==> src/otd_pkg.sv <==
// Purpose: Shared constants for the on-chip bus trace debug unit.
// Assumes: 32-bit APB, byte offsets, one word per register.
// Notes: Trigger mode codes follow the four-bit mode field.
package otd_pkg;
  localparam int AW         = 16;
  localparam int DW         = 8;
  localparam int FIFO_DEPTH = 8;
  localparam int TQ_DEPTH   = 4;

  localparam logic [7:0] REG_CTRL    = 8'h00;
  localparam logic [7:0] REG_CMPA    = 8'h04;
  localparam logic [7:0] REG_CMPB    = 8'h08;
  localparam logic [7:0] REG_STATUS  = 8'h0C;
  localparam logic [7:0] REG_FIFO_HI = 8'h10;
  localparam logic [7:0] REG_FIFO_LO = 8'h14;

  localparam int CTRL_ARM    = 0;
  localparam int CTRL_BRKEN  = 1;
  localparam int CTRL_TAG    = 2;
  localparam int CTRL_BEGIN  = 3;
  localparam int CTRL_TAG_TRIGGER_SELECT = 4;
  localparam int CTRL_CMP_A_RW_QUALIFY_EN  = 5;
  localparam int CTRL_RWA    = 6;
  localparam int CTRL_RWBEN  = 7;
  localparam int CTRL_RWB    = 8;
  localparam int CTRL_MODE   = 12;
  localparam int STAT_ARMED  = 0;
  localparam int STAT_AF     = 1;
  localparam int STAT_BF     = 2;
  localparam int STAT_CNT    = 4;

  localparam logic [15:0] CTRL_RST = 16'h0000;
  localparam logic [15:0] CMP_RST  = 16'h0000;

  localparam logic [3:0] MODE_A_ONLY  = 4'h0;
  localparam logic [3:0] MODE_A_OR_B  = 4'h1;
  localparam logic [3:0] MODE_A_THN_B = 4'h2;
  localparam logic [3:0] MODE_EVT_B   = 4'h3;
  localparam logic [3:0] MODE_A_EVT_B = 4'h4;
  localparam logic [3:0] MODE_A_B_DAT = 4'h5;
  localparam logic [3:0] MODE_A_NB_DAT = 4'h6;
  localparam logic [3:0] MODE_INSIDE  = 4'h7;
  localparam logic [3:0] MODE_OUTSIDE = 4'h8;

  localparam logic [1:0] COF_NONE   = 2'h0;
  localparam logic [1:0] COF_UNCOND = 2'h1;
  localparam logic [1:0] COF_BRANCH = 2'h2;
  localparam logic [1:0] COF_TARGET = 2'h3;

  localparam logic [1:0] COF_SKIP = 2'h2;

  typedef enum {RUN_IDLE, RUN_WAIT, RUN_CAPT} otd_run_t;
endpackage : otd_pkg

==> src/otd_trace.sv <==
// Purpose: Bus trace debug unit with two comparators, trigger logic and FIFO.
// Assumes: CPU bus signals come from logic on MCLK_I; registers on APB.
// Notes: Low-byte FIFO reads shift the FIFO; reads take effect in access phase.
//
// The register offsets and the APB register port were decided locally.
module otd_trace
  import otd_pkg::*;
(
  input  wire logic                  MCLK_I,
  input  wire logic                  RST_N_I,
  input  wire logic                  PSEL_I,
  input  wire logic                  PENABLE_I,
  input  wire logic                  PWRITE_I,
  input  wire logic [7:0]            PADDR_I,
  input  wire logic [31:0]           PWDATA_I,
  output logic      [31:0]           PRDATA_O,
  output logic                       PREADY_O,
  output logic                       PSLVERR_O,
  input  wire logic [otd_pkg::AW-1:0] CPU_ADDR_I,
  input  wire logic [otd_pkg::DW-1:0] CPU_RDATA_I,
  input  wire logic [otd_pkg::DW-1:0] CPU_WDATA_I,
  input  wire logic                  CPU_RW_I,
  input  wire logic                  CPU_VALID_I,
  input  wire logic                  CPU_OPFETCH_I,
  input  wire logic                  SDC_ACCESS_I,
  input  wire logic                  QUEUE_EXEC_I,
  input  wire logic                  QUEUE_FLUSH_I,
  input  wire logic [1:0]            COF_TYPE_I,
  input  wire logic [otd_pkg::AW-1:0] COF_ADDR_I,
  output logic                       BRK_TAG_O,
  output logic                       BRK_FORCE_O
);
  import otd_pkg::*;

  logic [15:0]   ctrl;
  logic [15:0]   cmpa;
  logic [15:0]   cmpb;
  otd_run_t      st;
  logic          af;
  logic          bf;
  logic [3:0]    cnt;
  logic [1:0]    skip;
  logic [15:0]   fifo [FIFO_DEPTH];
  logic [15:0]   last_op;
  logic [TQ_DEPTH-1:0] tq [2];
  logic [2:0]    tc [2];
  logic          hit_tr [2];

  function automatic logic is_event_mode(input logic [3:0] m);
    return (m == MODE_EVT_B) || (m == MODE_A_EVT_B);
  endfunction : is_event_mode

  wire [3:0] mode = ctrl[CTRL_MODE+:4];
  wire acc    = PSEL_I & PENABLE_I;
  wire wr_acc = acc & PWRITE_I;
  wire rd_low = acc & ~PWRITE_I & (PADDR_I == REG_FIFO_LO);
  wire wr_ctl = wr_acc & (PADDR_I == REG_CTRL);
  wire arm1   = wr_ctl & PWDATA_I[CTRL_ARM];
  wire arm0   = wr_ctl & ~PWDATA_I[CTRL_ARM];
  wire armed  = (st != RUN_IDLE);
  wire halt_sh = arm0 & armed & (cnt < 4'(FIFO_DEPTH));
  wire bus    = CPU_VALID_I & ~SDC_ACCESS_I;
  wire evt    = is_event_mode(mode);
  wire begin_t = ctrl[CTRL_BEGIN] | evt;
  wire full_m = (mode == MODE_A_B_DAT) | (mode == MODE_A_NB_DAT);

  // The run type comes from the word being written, since ctrl only takes it at this same edge.
  wire [3:0] wr_mode = PWDATA_I[CTRL_MODE+:4];
  wire wr_evt   = is_event_mode(wr_mode);
  wire wr_begin = PWDATA_I[CTRL_BEGIN] & ~wr_evt;

  // Data compare bus choice only matters in the full modes.
  wire use_wr = ctrl[CTRL_CMP_A_RW_QUALIFY_EN] & ~ctrl[CTRL_RWA];
  wire [7:0] bdat = use_wr ? CPU_WDATA_I : CPU_RDATA_I;
  wire [7:0] edat = CPU_RW_I ? CPU_RDATA_I : CPU_WDATA_I;
  wire qa = ~ctrl[CTRL_CMP_A_RW_QUALIFY_EN] | (CPU_RW_I == ctrl[CTRL_RWA]);
  wire qb = ~ctrl[CTRL_RWBEN] | (CPU_RW_I == ctrl[CTRL_RWB]);
  wire a_m = bus & qa & (CPU_ADDR_I == cmpa);
  wire b_m = bus & qb & (CPU_ADDR_I == cmpb);
  wire b_dm = bdat == cmpb[7:0];
  wire ge_a = CPU_ADDR_I >= cmpa;
  wire le_b = CPU_ADDR_I <= cmpb;
  // Tracked hits fire at execution, so a debug access in that cycle must mask them too.
  wire a_hit = ctrl[CTRL_TAG_TRIGGER_SELECT] ? (hit_tr[0] & ~SDC_ACCESS_I) : a_m;
  wire b_hit = ctrl[CTRL_TAG_TRIGGER_SELECT] ? (hit_tr[1] & ~SDC_ACCESS_I) : b_m;

  // The tag queues mirror the CPU instruction queue, one per comparator.
  genvar g;
  generate
    for (g = 0; g < 2; g++) begin : g_track
      wire m = (g == 0) ? a_m : b_m;
      logic [TQ_DEPTH-1:0] next_q;
      logic [2:0]          next_c;
      logic [2:0]          idx;
      assign hit_tr[g] = QUEUE_EXEC_I & (tc[g] != 3'h0) & tq[g][0];
      always_comb begin
        next_q = tq[g];
        next_c = tc[g];
        if (QUEUE_EXEC_I && tc[g] != 3'h0) begin
          next_q = tq[g] >> 1;
          next_c = tc[g] - 3'h1;
        end
        idx = next_c;
        if (bus && CPU_OPFETCH_I && next_c < 3'(TQ_DEPTH)) begin
          next_q[idx[1:0]] = m;
          next_c = next_c + 3'h1;
        end
      end
      always_ff @(posedge MCLK_I or negedge RST_N_I) begin
        if (!RST_N_I) begin
          tq[g] <= '0;
          tc[g] <= 3'h0;
        end else if (QUEUE_FLUSH_I) begin
          tc[g] <= 3'h0;
        end else begin
          tq[g] <= next_q;
          tc[g] <= next_c;
        end
      end
    end
  endgenerate

  logic trig;
  always_comb begin
    unique case (mode)
      MODE_A_ONLY:   trig = a_hit;
      MODE_A_OR_B:   trig = a_hit | b_hit;
      MODE_A_THN_B:  trig = af & b_hit;
      MODE_EVT_B:    trig = b_hit;
      MODE_A_EVT_B:  trig = af & b_hit;
      MODE_A_B_DAT:  trig = a_m & b_dm;
      MODE_A_NB_DAT: trig = a_m & ~b_dm;
      MODE_INSIDE:   trig = bus & qa & ge_a & le_b;
      MODE_OUTSIDE:  trig = bus & qa & ~(ge_a & le_b);
      default:       trig = 1'b0;
    endcase
    trig = trig & armed;
  end

  wire cof_ok = (COF_TYPE_I == COF_BRANCH) | (COF_TYPE_I == COF_TARGET);
  wire cap_push = (st == RUN_CAPT) & (evt ? trig : (cof_ok & (skip == 2'h0)));
  wire [15:0] cap_dat = evt ? {8'h00, edat} : COF_ADDR_I;
  wire full_end = begin_t & cap_push & (cnt == 4'(FIFO_DEPTH - 1));

  always_ff @(posedge MCLK_I or negedge RST_N_I) begin
    if (!RST_N_I) begin
      st   <= RUN_IDLE;
      skip <= 2'h0;
    end else begin
      if (skip != 2'h0 && bus)
        skip <= skip - 2'h1;
      unique case (st)
        RUN_IDLE: if (arm1) begin
          st   <= wr_begin ? RUN_WAIT : RUN_CAPT;
          skip <= 2'h0;
        end
        RUN_WAIT: if (trig) begin
          st   <= RUN_CAPT;
          skip <= COF_SKIP;
        end
        RUN_CAPT: if (full_end || (!begin_t && trig))
          st <= RUN_IDLE;
      endcase
      if (arm0)
        st <= RUN_IDLE;
    end
  end

  always_ff @(posedge MCLK_I or negedge RST_N_I) begin
    if (!RST_N_I) begin
      af <= 1'b0;
      bf <= 1'b0;
    end else begin
      if (arm1) begin
        af <= 1'b0;
        bf <= 1'b0;
      end
      if (armed && a_hit)
        af <= 1'b1;
      if (armed && b_hit)
        bf <= 1'b1;
    end
  end

  always_ff @(posedge MCLK_I or negedge RST_N_I) begin
    if (!RST_N_I)
      cnt <= 4'h0;
    else if (arm1)
      cnt <= 4'h0;
    else if (cap_push && cnt < 4'(FIFO_DEPTH))
      cnt <= cnt + 4'h1;
    else if (rd_low && !cap_push && cnt != 4'h0)
      cnt <= cnt - 4'h1;
  end

  // A capture and a low read in the same cycle share one shift.
  always_ff @(posedge MCLK_I or negedge RST_N_I) begin
    if (!RST_N_I) begin
      for (int i = 0; i < FIFO_DEPTH; i++)
        fifo[i] <= 16'h0000;
    end else if (cap_push || rd_low || halt_sh) begin
      for (int i = 1; i < FIFO_DEPTH; i++)
        fifo[i] <= fifo[i-1];
      if (cap_push)
        fifo[0] <= cap_dat;
      else if (rd_low && !armed)
        fifo[0] <= last_op;
      else
        fifo[0] <= 16'h0000;
    end
  end

  always_ff @(posedge MCLK_I or negedge RST_N_I) begin
    if (!RST_N_I)
      last_op <= 16'h0000;
    else if (CPU_VALID_I && CPU_OPFETCH_I)
      last_op <= CPU_ADDR_I;
  end

  // The tag marker must ride with the fetch, so it is not registered.
  wire brk_on = armed & ctrl[CTRL_BRKEN];
  // In full modes only the A address match may tag, the B half holds data.
  assign BRK_TAG_O = brk_on & ctrl[CTRL_TAG] & CPU_OPFETCH_I & (a_m | (b_m & ~evt & ~full_m));

  always_ff @(posedge MCLK_I or negedge RST_N_I) begin
    if (!RST_N_I)
      BRK_FORCE_O <= 1'b0;
    else
      BRK_FORCE_O <= brk_on & ~ctrl[CTRL_TAG] & trig;
  end

  always_ff @(posedge MCLK_I or negedge RST_N_I) begin
    if (!RST_N_I) begin
      ctrl <= CTRL_RST;
      cmpa <= CMP_RST;
      cmpb <= CMP_RST;
    end else if (wr_acc) begin
      if (PADDR_I == REG_CTRL)
        ctrl <= PWDATA_I[15:0] & ~16'h0001;
      if (PADDR_I == REG_CMPA)
        cmpa <= PWDATA_I[15:0];
      if (PADDR_I == REG_CMPB)
        cmpb <= PWDATA_I[15:0];
    end
  end

  wire mapped = (PADDR_I <= REG_FIFO_LO) & (PADDR_I[1:0] == 2'h0);
  assign PREADY_O  = 1'b1;
  assign PSLVERR_O = acc & ~mapped;

  always_ff @(posedge MCLK_I or negedge RST_N_I) begin
    if (!RST_N_I)
      PRDATA_O <= 32'h0000_0000;
    else if (PSEL_I && !PENABLE_I && !PWRITE_I) begin
      unique case (PADDR_I)
        REG_CTRL:    PRDATA_O <= {16'h0000, ctrl[15:1], armed};
        REG_CMPA:    PRDATA_O <= {16'h0000, cmpa};
        REG_CMPB:    PRDATA_O <= {16'h0000, cmpb};
        REG_STATUS:  PRDATA_O <= {24'h0, cnt, 1'b0, bf, af, armed};
        REG_FIFO_HI: PRDATA_O <= {24'h0, fifo[FIFO_DEPTH-1][15:8]};
        REG_FIFO_LO: PRDATA_O <= {24'h0, fifo[FIFO_DEPTH-1][7:0]};
        default:     PRDATA_O <= 32'h0000_0000;
      endcase
    end
  end
endmodule : otd_trace

==> config.mk <==
export PLATFORM = sky130hd
export DESIGN_NAME = otd_trace
export DESIGN_NICKNAME = d
export VERILOG_FILES = /design/src/otd_pkg.sv /design/src/otd_trace.sv
export SDC_FILE = /design/constraint.sdc
export NUM_CORES = 1
export LEC_CHECK = 0
export ABC_CLOCK_PERIOD_IN_PS = 6000
export BUFFER_PORTS_ARGS = -buffer_cell sky130_fd_sc_hd__buf_2
export CAP_MARGIN = 10
export CORE_ASPECT_RATIO = 0.5
export CORE_UTILIZATION = 40
export DETAILED_ROUTE_END_ITERATION = 8
export SYNTH_ARGS = -nofsm -noshare
export SYNTH_HDL_FRONTEND = slang
export SYNTH_SLANG_ARGS = --single-unit
==> constraint.sdc <==
create_clock -name MCLK_I -period 6 [get_ports MCLK_I]
set_clock_uncertainty 0.15 [all_clocks]
set_input_delay 1.2 -clock MCLK_I [delete_from_list [all_inputs] [get_ports MCLK_I]]
set_output_delay 1.2 -clock MCLK_I [all_outputs]
set_load 0.05 [all_outputs]
==> reports/metrics.yaml, run 1 <==
synth:
  syn_area_um2: 12200
  synth_seq_cells: 232
  avgSynthCellArea_um2: 11.3
  synth_cell_type_count: 68
  yosysMostFrequentCell: "dfrtp_1"
  synth_top_area_share: 0.474
  synth_area_leader_cell: "dfrtp_1"
  synthFlopType: "dfrtp_1"
  synth.area.top_cells: "dfrtp_1 (47%), mux2_4 (11%), mux2_2 (6.1%)"
  ys_async_sr_fraction: 1.00
  synth_common_cells: "dfrtp_1 (232), nand2_1 (98), mux2_4 (90)"
  yosysSeqAreaShare: 0.474
  ys_warn_count: 0
  synth-edff-count: 0
  syn_inst: 1085
pwr:
  power_w: 0.00534
  power_density_nw_per_um2: 386
  peakVddDrop_uv: 196
  p_leak_nw: 6.81
setup_path:
  path_buf_inv: 2
  cp-end-kind: "output pin"
  reg2reg_from: "cmpa[1]"
  ff2ff_setup_slack_ps: 2070
  worstPathArrival_ps: 3230
  cp-start-kind: "input pin"
  crit_type: "in -> out"
  slowest_stage: "nor4_1"
  critical_path_required_ps: 4650
  worst_path_most_repeated_cell: "buf_2"
  reg2reg_to: "cnt[3]"
  critPathTopFamily: "simple AND/OR/NAND/NOR gates"
  crit_fanout: 5
  worstPathCellList: "buf_2, ha_1, nand4_1, nor4_1, nand2_1, a211oi_1, a31oi_1, nor2_1, buf_2"
  r2r_cells: 15
  critical_path.max_stage_delay_ps: 340
hold_path:
  min-delay-start: "PRDATA_O[4]"
  min_path_cells: 2
  hold_path_class: "reg -> reg"
  hold_end: "PRDATA_O[4]"
cts:
  tritoncts: "built"
  clock-sinks: 232
  htreeDepth: 1
  post-cts-setup-buffers: 0
  cts_made_buffers: 23
  clk_pin_slew_ps: 70
  clk_latency_ps: 510
  clk_root_buffer_cell: "clkbuf_16"
  cts.repair.resized: 0
  ctsHoldBuffers: 0
  clk_path_buf_depth: 3
die:
  fp.dieH_um: 126
  start_util: 0.415
  std_cell_rows: 44
  ioPinCount: 137
  fp.dieArea_um2: 31300
  die_w_um: 249
  core-area_um2: 29500
routing:
  drtIter0Drc: 649
  drc: 0
  ant_nets: 0
  routedWlPerCell_um: 18.8
  vias_per_cell: 5.32
  vias: 8376
  drtPass1Iterations: 5
  routed_wl_um: 29700
timing:
  setup_viol: 0
  max_freq_ghz: 0.218
  finalSetupTns_ps: 0
  hold_viol: 0
  report.final.slew_viol_count: 0
  slew_headroom: 0.266
  rsz0062_at_grt: "no"
  min_period_over_period: 0.764
  min_period_ps: 4580
  hold-worst-slack_ps: 326
  worst_pin_slew_ps: 1100
place:
  routabilityCongestion: 0.900
  dpl.hpwl_um: 21700
  place_area_um2: 13000
  port_buffers: 102
cells_and_area:
  drive_gt1_frac: 0.271
  fin_nets: 1319
  area_growth_pct: 13.1
  diodes: 0
  fin_area_um2: 13800
grt:
  grt_pass1_vias: 8557
  grt_pass1_wl_um: 47700
  grt_usage: 0.192
  overflow: 0
  grt_max_degree: 132
  antenna_found_initial: 0
flow_run:
  drv_cap: 0
outcome:
  status: "complete, no violations"
worst max-delay path by stage:
stage,depth (start not counted),slack (ps),start,to
after floorplan,5,1570,PADDR_I[3],PSLVERR_O
after global placement,16,1310,CPU_ADDR_I[0],cnt[3]
after detailed placement,16,1200,CPU_ADDR_I[0],cnt[3]
after CTS,9,1430,CPU_ADDR_I[9],BRK_TAG_O
after global routing,9,1200,CPU_ADDR_I[11],BRK_TAG_O
final,9,1420,CPU_ADDR_I[9],BRK_TAG_O
sequential cells by signal, indices dropped and copies added, names as in the netlist:
| register | flops |
|---|---|
| fifo | 128 |
| PRDATA_O | 16 |
| cmpa | 16 |
| cmpb | 16 |
| last_op | 16 |
| ctrl | 15 |
| tq | 8 |
| tc | 6 |
| cnt | 4 |
| skip | 2 |
| st | 2 |
| BRK_FORCE_O | 1 |
| af | 1 |
| bf | 1 |
report_power, final:
group / internal [W] / leakage, nW / switching, W
registers: 0.00200 / 3.02 / 0.000290
logic: 0.000798 / 3.38 / 0.000655
clock network: 0.000974 / 0.410 / 0.000621
cells by family after synthesis:
group                    Yosys count  synth area share
AO/OA/AOI/OAI                    212             0.111
buffers and inverters            136            0.0549
multiplexers                     184             0.194
AND/OR/NAND/NOR                  251            0.0994
other                              2          0.000614
adder cells (fa/ha/maj)           51            0.0528
flip-flops                       232             0.474
XOR/XNOR                          17            0.0122
cell type report:
class	count	area, um^2
fillers	2695	15700
multi-input cells	732	5830
flip-flops and latches	232	5810
clock buffers	29	638
repair buffers	112	621
well taps	391	489
inverters	66	248
clock inverters	13	206
cells in the final DEF, fill, tap and decap left out, types with 6 or more instances in the layout:
cell | synthesis | final
a22oi_1 | 10 | 10
inv_1 | 66 | 66
mux2_4 | 90 | 90
dfrtp_1 | 232 | 232
nand2b_1 | 10 | 10
clkbuf_16 | 0 | 23
nand3_1 | 16 | 16
buf_4 | 17 | 8
a221oi_1 | 9 | 9
ha_1 | 50 | 50
nor2b_1 | 7 | 7
mux2_2 | 66 | 66
o21ai_0 | 46 | 46
a31oi_1 | 8 | 8
and2_1 | 7 | 7
buf_2 | 6 | 101
conb_1 | 2 | 17
a211oi_1 | 6 | 6
nand4_1 | 8 | 8
nor3_1 | 12 | 12
a2bb2oi_1 | 8 | 8
a21oi_1 | 71 | 71
mux2i_1 | 26 | 26
nor2_1 | 56 | 56
xnor2_1 | 11 | 11
a22o_1 | 18 | 18
nand2_1 | 98 | 98
xor2_1 | 6 | 6
metrics by stage:
stage | setup slack (ps) | util | instances
after floorplan | 1570 | - | 1100
after global placement | 1310 | 0.440 | 1533
after detailed placement | 1200 | 0.440 | 1533
after CTS | 1430 | 0.469 | 1575
after global routing | 1200 | 0.469 | 1575
final | 1420 | 0.469 | 1575
metal layers:
layer  up-vias  track usage  part of all wire
li1       3960            -                 -
met4         0       0.0588             0.026
met1      4192        0.266              0.46
met5         -            0                 0
met2       173        0.318              0.48
met3        51       0.0219             0.035
worst min-delay path, cell delays in order (launching register included):
cell	delay, ps
dfrtp_1	340
nand2_1	50
o21ai_0	60
Note: power is estimated with default switching activity, not from simulation.
==> run 2, diff against run 1 <==
ABC_AREA = 1   (was unset)
ABC_CLOCK_PERIOD_IN_PS = 3800   (was 6000)
clock period = 3.8 ns   (was 6 ns; I/O delays follow)
==> run 2 against run 1 <==
Net effect: sequential cell count unchanged; clock power grew 53%; non-clock buffer count rose by 22; count of clock-buffer cells in the layout did not move; cell area is 3.0% lower; die area down 4.7%; sequential power increased by 49%; critical path depth grew 3; routed wire length barely moved; sequential share of layout area increased by 1.3 points; register-to-register slack worse by 1700 ps; largest cell class is now flip-flops and latches.
==> reports/metrics.yaml, run 2 <==
pwr:
  peakVddDrop_uv: 247
  power_density_nw_per_um2: 571
  p_leak_nw: 6.80
  power_w: 0.00767
setup_path:
  cp-start-kind: "flip-flop"
  worstPathCellList: "inv_1, ha_1, nand2_1, nor2_2, nand4_1, nor2_1, buf_4, nand2_1, inv_2, nand3_1, a21oi_1, buf_4"
  reg2reg_to: "cnt[3]"
  slowest_stage: "dfrtp_1"
  reg2reg_from: "cmpb[7]"
  crit_start: "cmpb[7]"
  critical_path_required_ps: 2890
  ff2ff_setup_slack_ps: 370
  r2r_cells: 24
  cp-end-kind: "output pin"
  worstPathArrival_ps: 2690
  crit_type: "reg -> out"
  critical_path.max_stage_delay_ps: 380
  crit_end: "BRK_TAG_O"
  crit_fanout: 5
cells_and_area:
  final_common_cell: "nand2_1"
  ff_latch_area_um2: 5810
  regMostFlops: "fifo"
  final_cell_mix: "nand2_1 (521), dfrtp_1 (231), inv_1 (155)"
  fill_cells: 2787
  largest_register_ffs: 128
  final_util: 0.476
  drive_gt1_frac: 0.129
  layout.cells.non_filler: 1939
  fin_nets: 1694
  multi_input_area_um2: 4920
  area_growth_pct: 15.1
synth:
  avgSynthCellArea_um2: 8.13
  yosysMostFrequentCell: "nand2_1"
  synthXorXnorAreaFrac: 0.00451
  synth-edff-count: 0
  synth_seq_cells: 232
  synth_cell_type_count: 44
  syn_inst: 1434
  synth_top_area_share: 0.498
  synthAdderAreaFrac: 0.0554
  ys_async_sr_fraction: 1.00
  synth.area.top_cells: "dfrtp_1 (50%), nand2_1 (17%), o21ai_0 (6.1%)"
  ys_warn_count: 0
  synthSimpleGateAreaFrac: 0.227
  syn_area_um2: 11700
  yosysSeqAreaShare: 0.498
  synth_area_leader_cell: "dfrtp_1"
  synth_top_family_by_area: "simple AND/OR/NAND/NOR gates"
  synth_common_cells: "nand2_1 (521), dfrtp_1 (232), inv_1 (156)"
  synthFlopType: "dfrtp_1"
  synthMuxAreaShare: 0.0145
  synth-compound-area-share: 0.115
grt:
  grt_max_degree: 84
  antenna_found_initial: 1
  grt_pass1_vias: 9228
  overflow: 0
  grt_usage: 0.202
  grt_pass1_wl_um: 47900
routing:
  routed_wl_um: 29700
  vias: 9585
  drtPass1Iterations: 5
  drc: 0
  drtIter0Drc: 828
  ant_nets: 0
  routedWlPerCell_um: 15.3
  vias_per_cell: 4.94
die:
  std_cell_rows: 43
  fp.dieArea_um2: 29900
  start_util: 0.414
  core-area_um2: 28200
  fp.dieH_um: 123
  ioPinCount: 137
  die_w_um: 243
place:
  dp.cells: 1899
  port_buffers: 102
  routabilityCongestion: 0.916
  dpl.hpwl_um: 21800
timing:
  max_freq_ghz: 0.278
  rsz0062_at_grt: "no"
  setup_viol: 0
  worst_pin_slew_ps: 668
  hold_viol: 0
  hold-worst-slack_ps: 38.3
  min_period_over_period: 0.947
  slew_headroom: 0.555
  report.final.slew_viol_count: 0
  min_period_ps: 3600
cts:
  tritoncts: "built"
  clock-sinks: 232
  clk_pin_slew_ps: 60
  cts_made_buffers: 23
  cts.repair.resized: 0
  clk_latency_ps: 530
  clk_path_buf_depth: 3
  clk_root_buffer_cell: "clkbuf_16"
  ctsHoldBuffers: 0
  htreeDepth: 1
  post-cts-setup-buffers: 0
flow_run:
  drv_cap: 0
hold_path:
  hold_path_class: "in -> async"
outcome:
  status: "complete, no violations"
[run 2: critical path, delay by kind of cell (launching register included)]
family	cells	cell delay, ps
DFF	1	380
buffers and inverters	4	560
AOI/OAI and AO/OA	1	180
adders and majority gates	1	310
and+or+nand+nor	6	750
[run 2: cell type report]
class | instances | area share
Sequential cell | 232 | 0.433
Multi-Input combinational cell | 991 | 0.367
Timing Repair Buffer | 134 | 0.0606
Clock buffer | 29 | 0.0475
Inverter | 160 | 0.0447
Tap cell | 382 | 0.0356
Clock inverter | 10 | 0.0122
Antenna cell | 1 | 0.000186
[run 2: worst min-delay path by stage]
stage,slack [ps],cells after the start,from,to
after CTS,80,1,RST_N_I,PRDATA_O[14]
after detailed placement,310,2,fifo[127],fifo[111]
final,40,1,RST_N_I,PRDATA_O[14]
after floorplan,290,2,fifo[100],fifo[100]
after global routing,90,1,RST_N_I,PRDATA_O[14]
after global placement,300,2,fifo[67],fifo[67]
[run 2: logic make-up after synthesis]
kind of cell,Yosys count
XOR/XNOR,6
AO/OA/AOI/OAI,239
multiplexers,15
flip-flops,232
adder cells (fa/ha/maj),51
other,2
AND/OR/NAND/NOR,663
buffers and inverters,226
[run 2: through the flow]
step | cell area, um^2 | worst slack, ps | TNS, ps
after floorplan | 11700 | 431 | 0
after detailed placement | 12600 | -40.2 | -79.4
final | 13400 | 201 | 0
after global placement | 12600 | 46.2 | 0
after global routing | 13400 | 23.3 | 0
after CTS | 13400 | 93.2 | 0
[run 2: report_power, final]
part           switching, W  total [W]  internal (W)
sequential         0.000322    0.00341       0.00309
clock              0.000977    0.00244       0.00146
combinational       0.00115    0.00182      0.000666
[run 2: per-layer routing]
metal  part of all wire  global-route usage  vias to the layer above
met3              0.052              0.0389                       58
met2               0.45               0.327                      225
li1                   -                   -                     4784
met4              0.030              0.0672                        0
met5                  0                   0                        -
met1               0.47               0.274                     4518
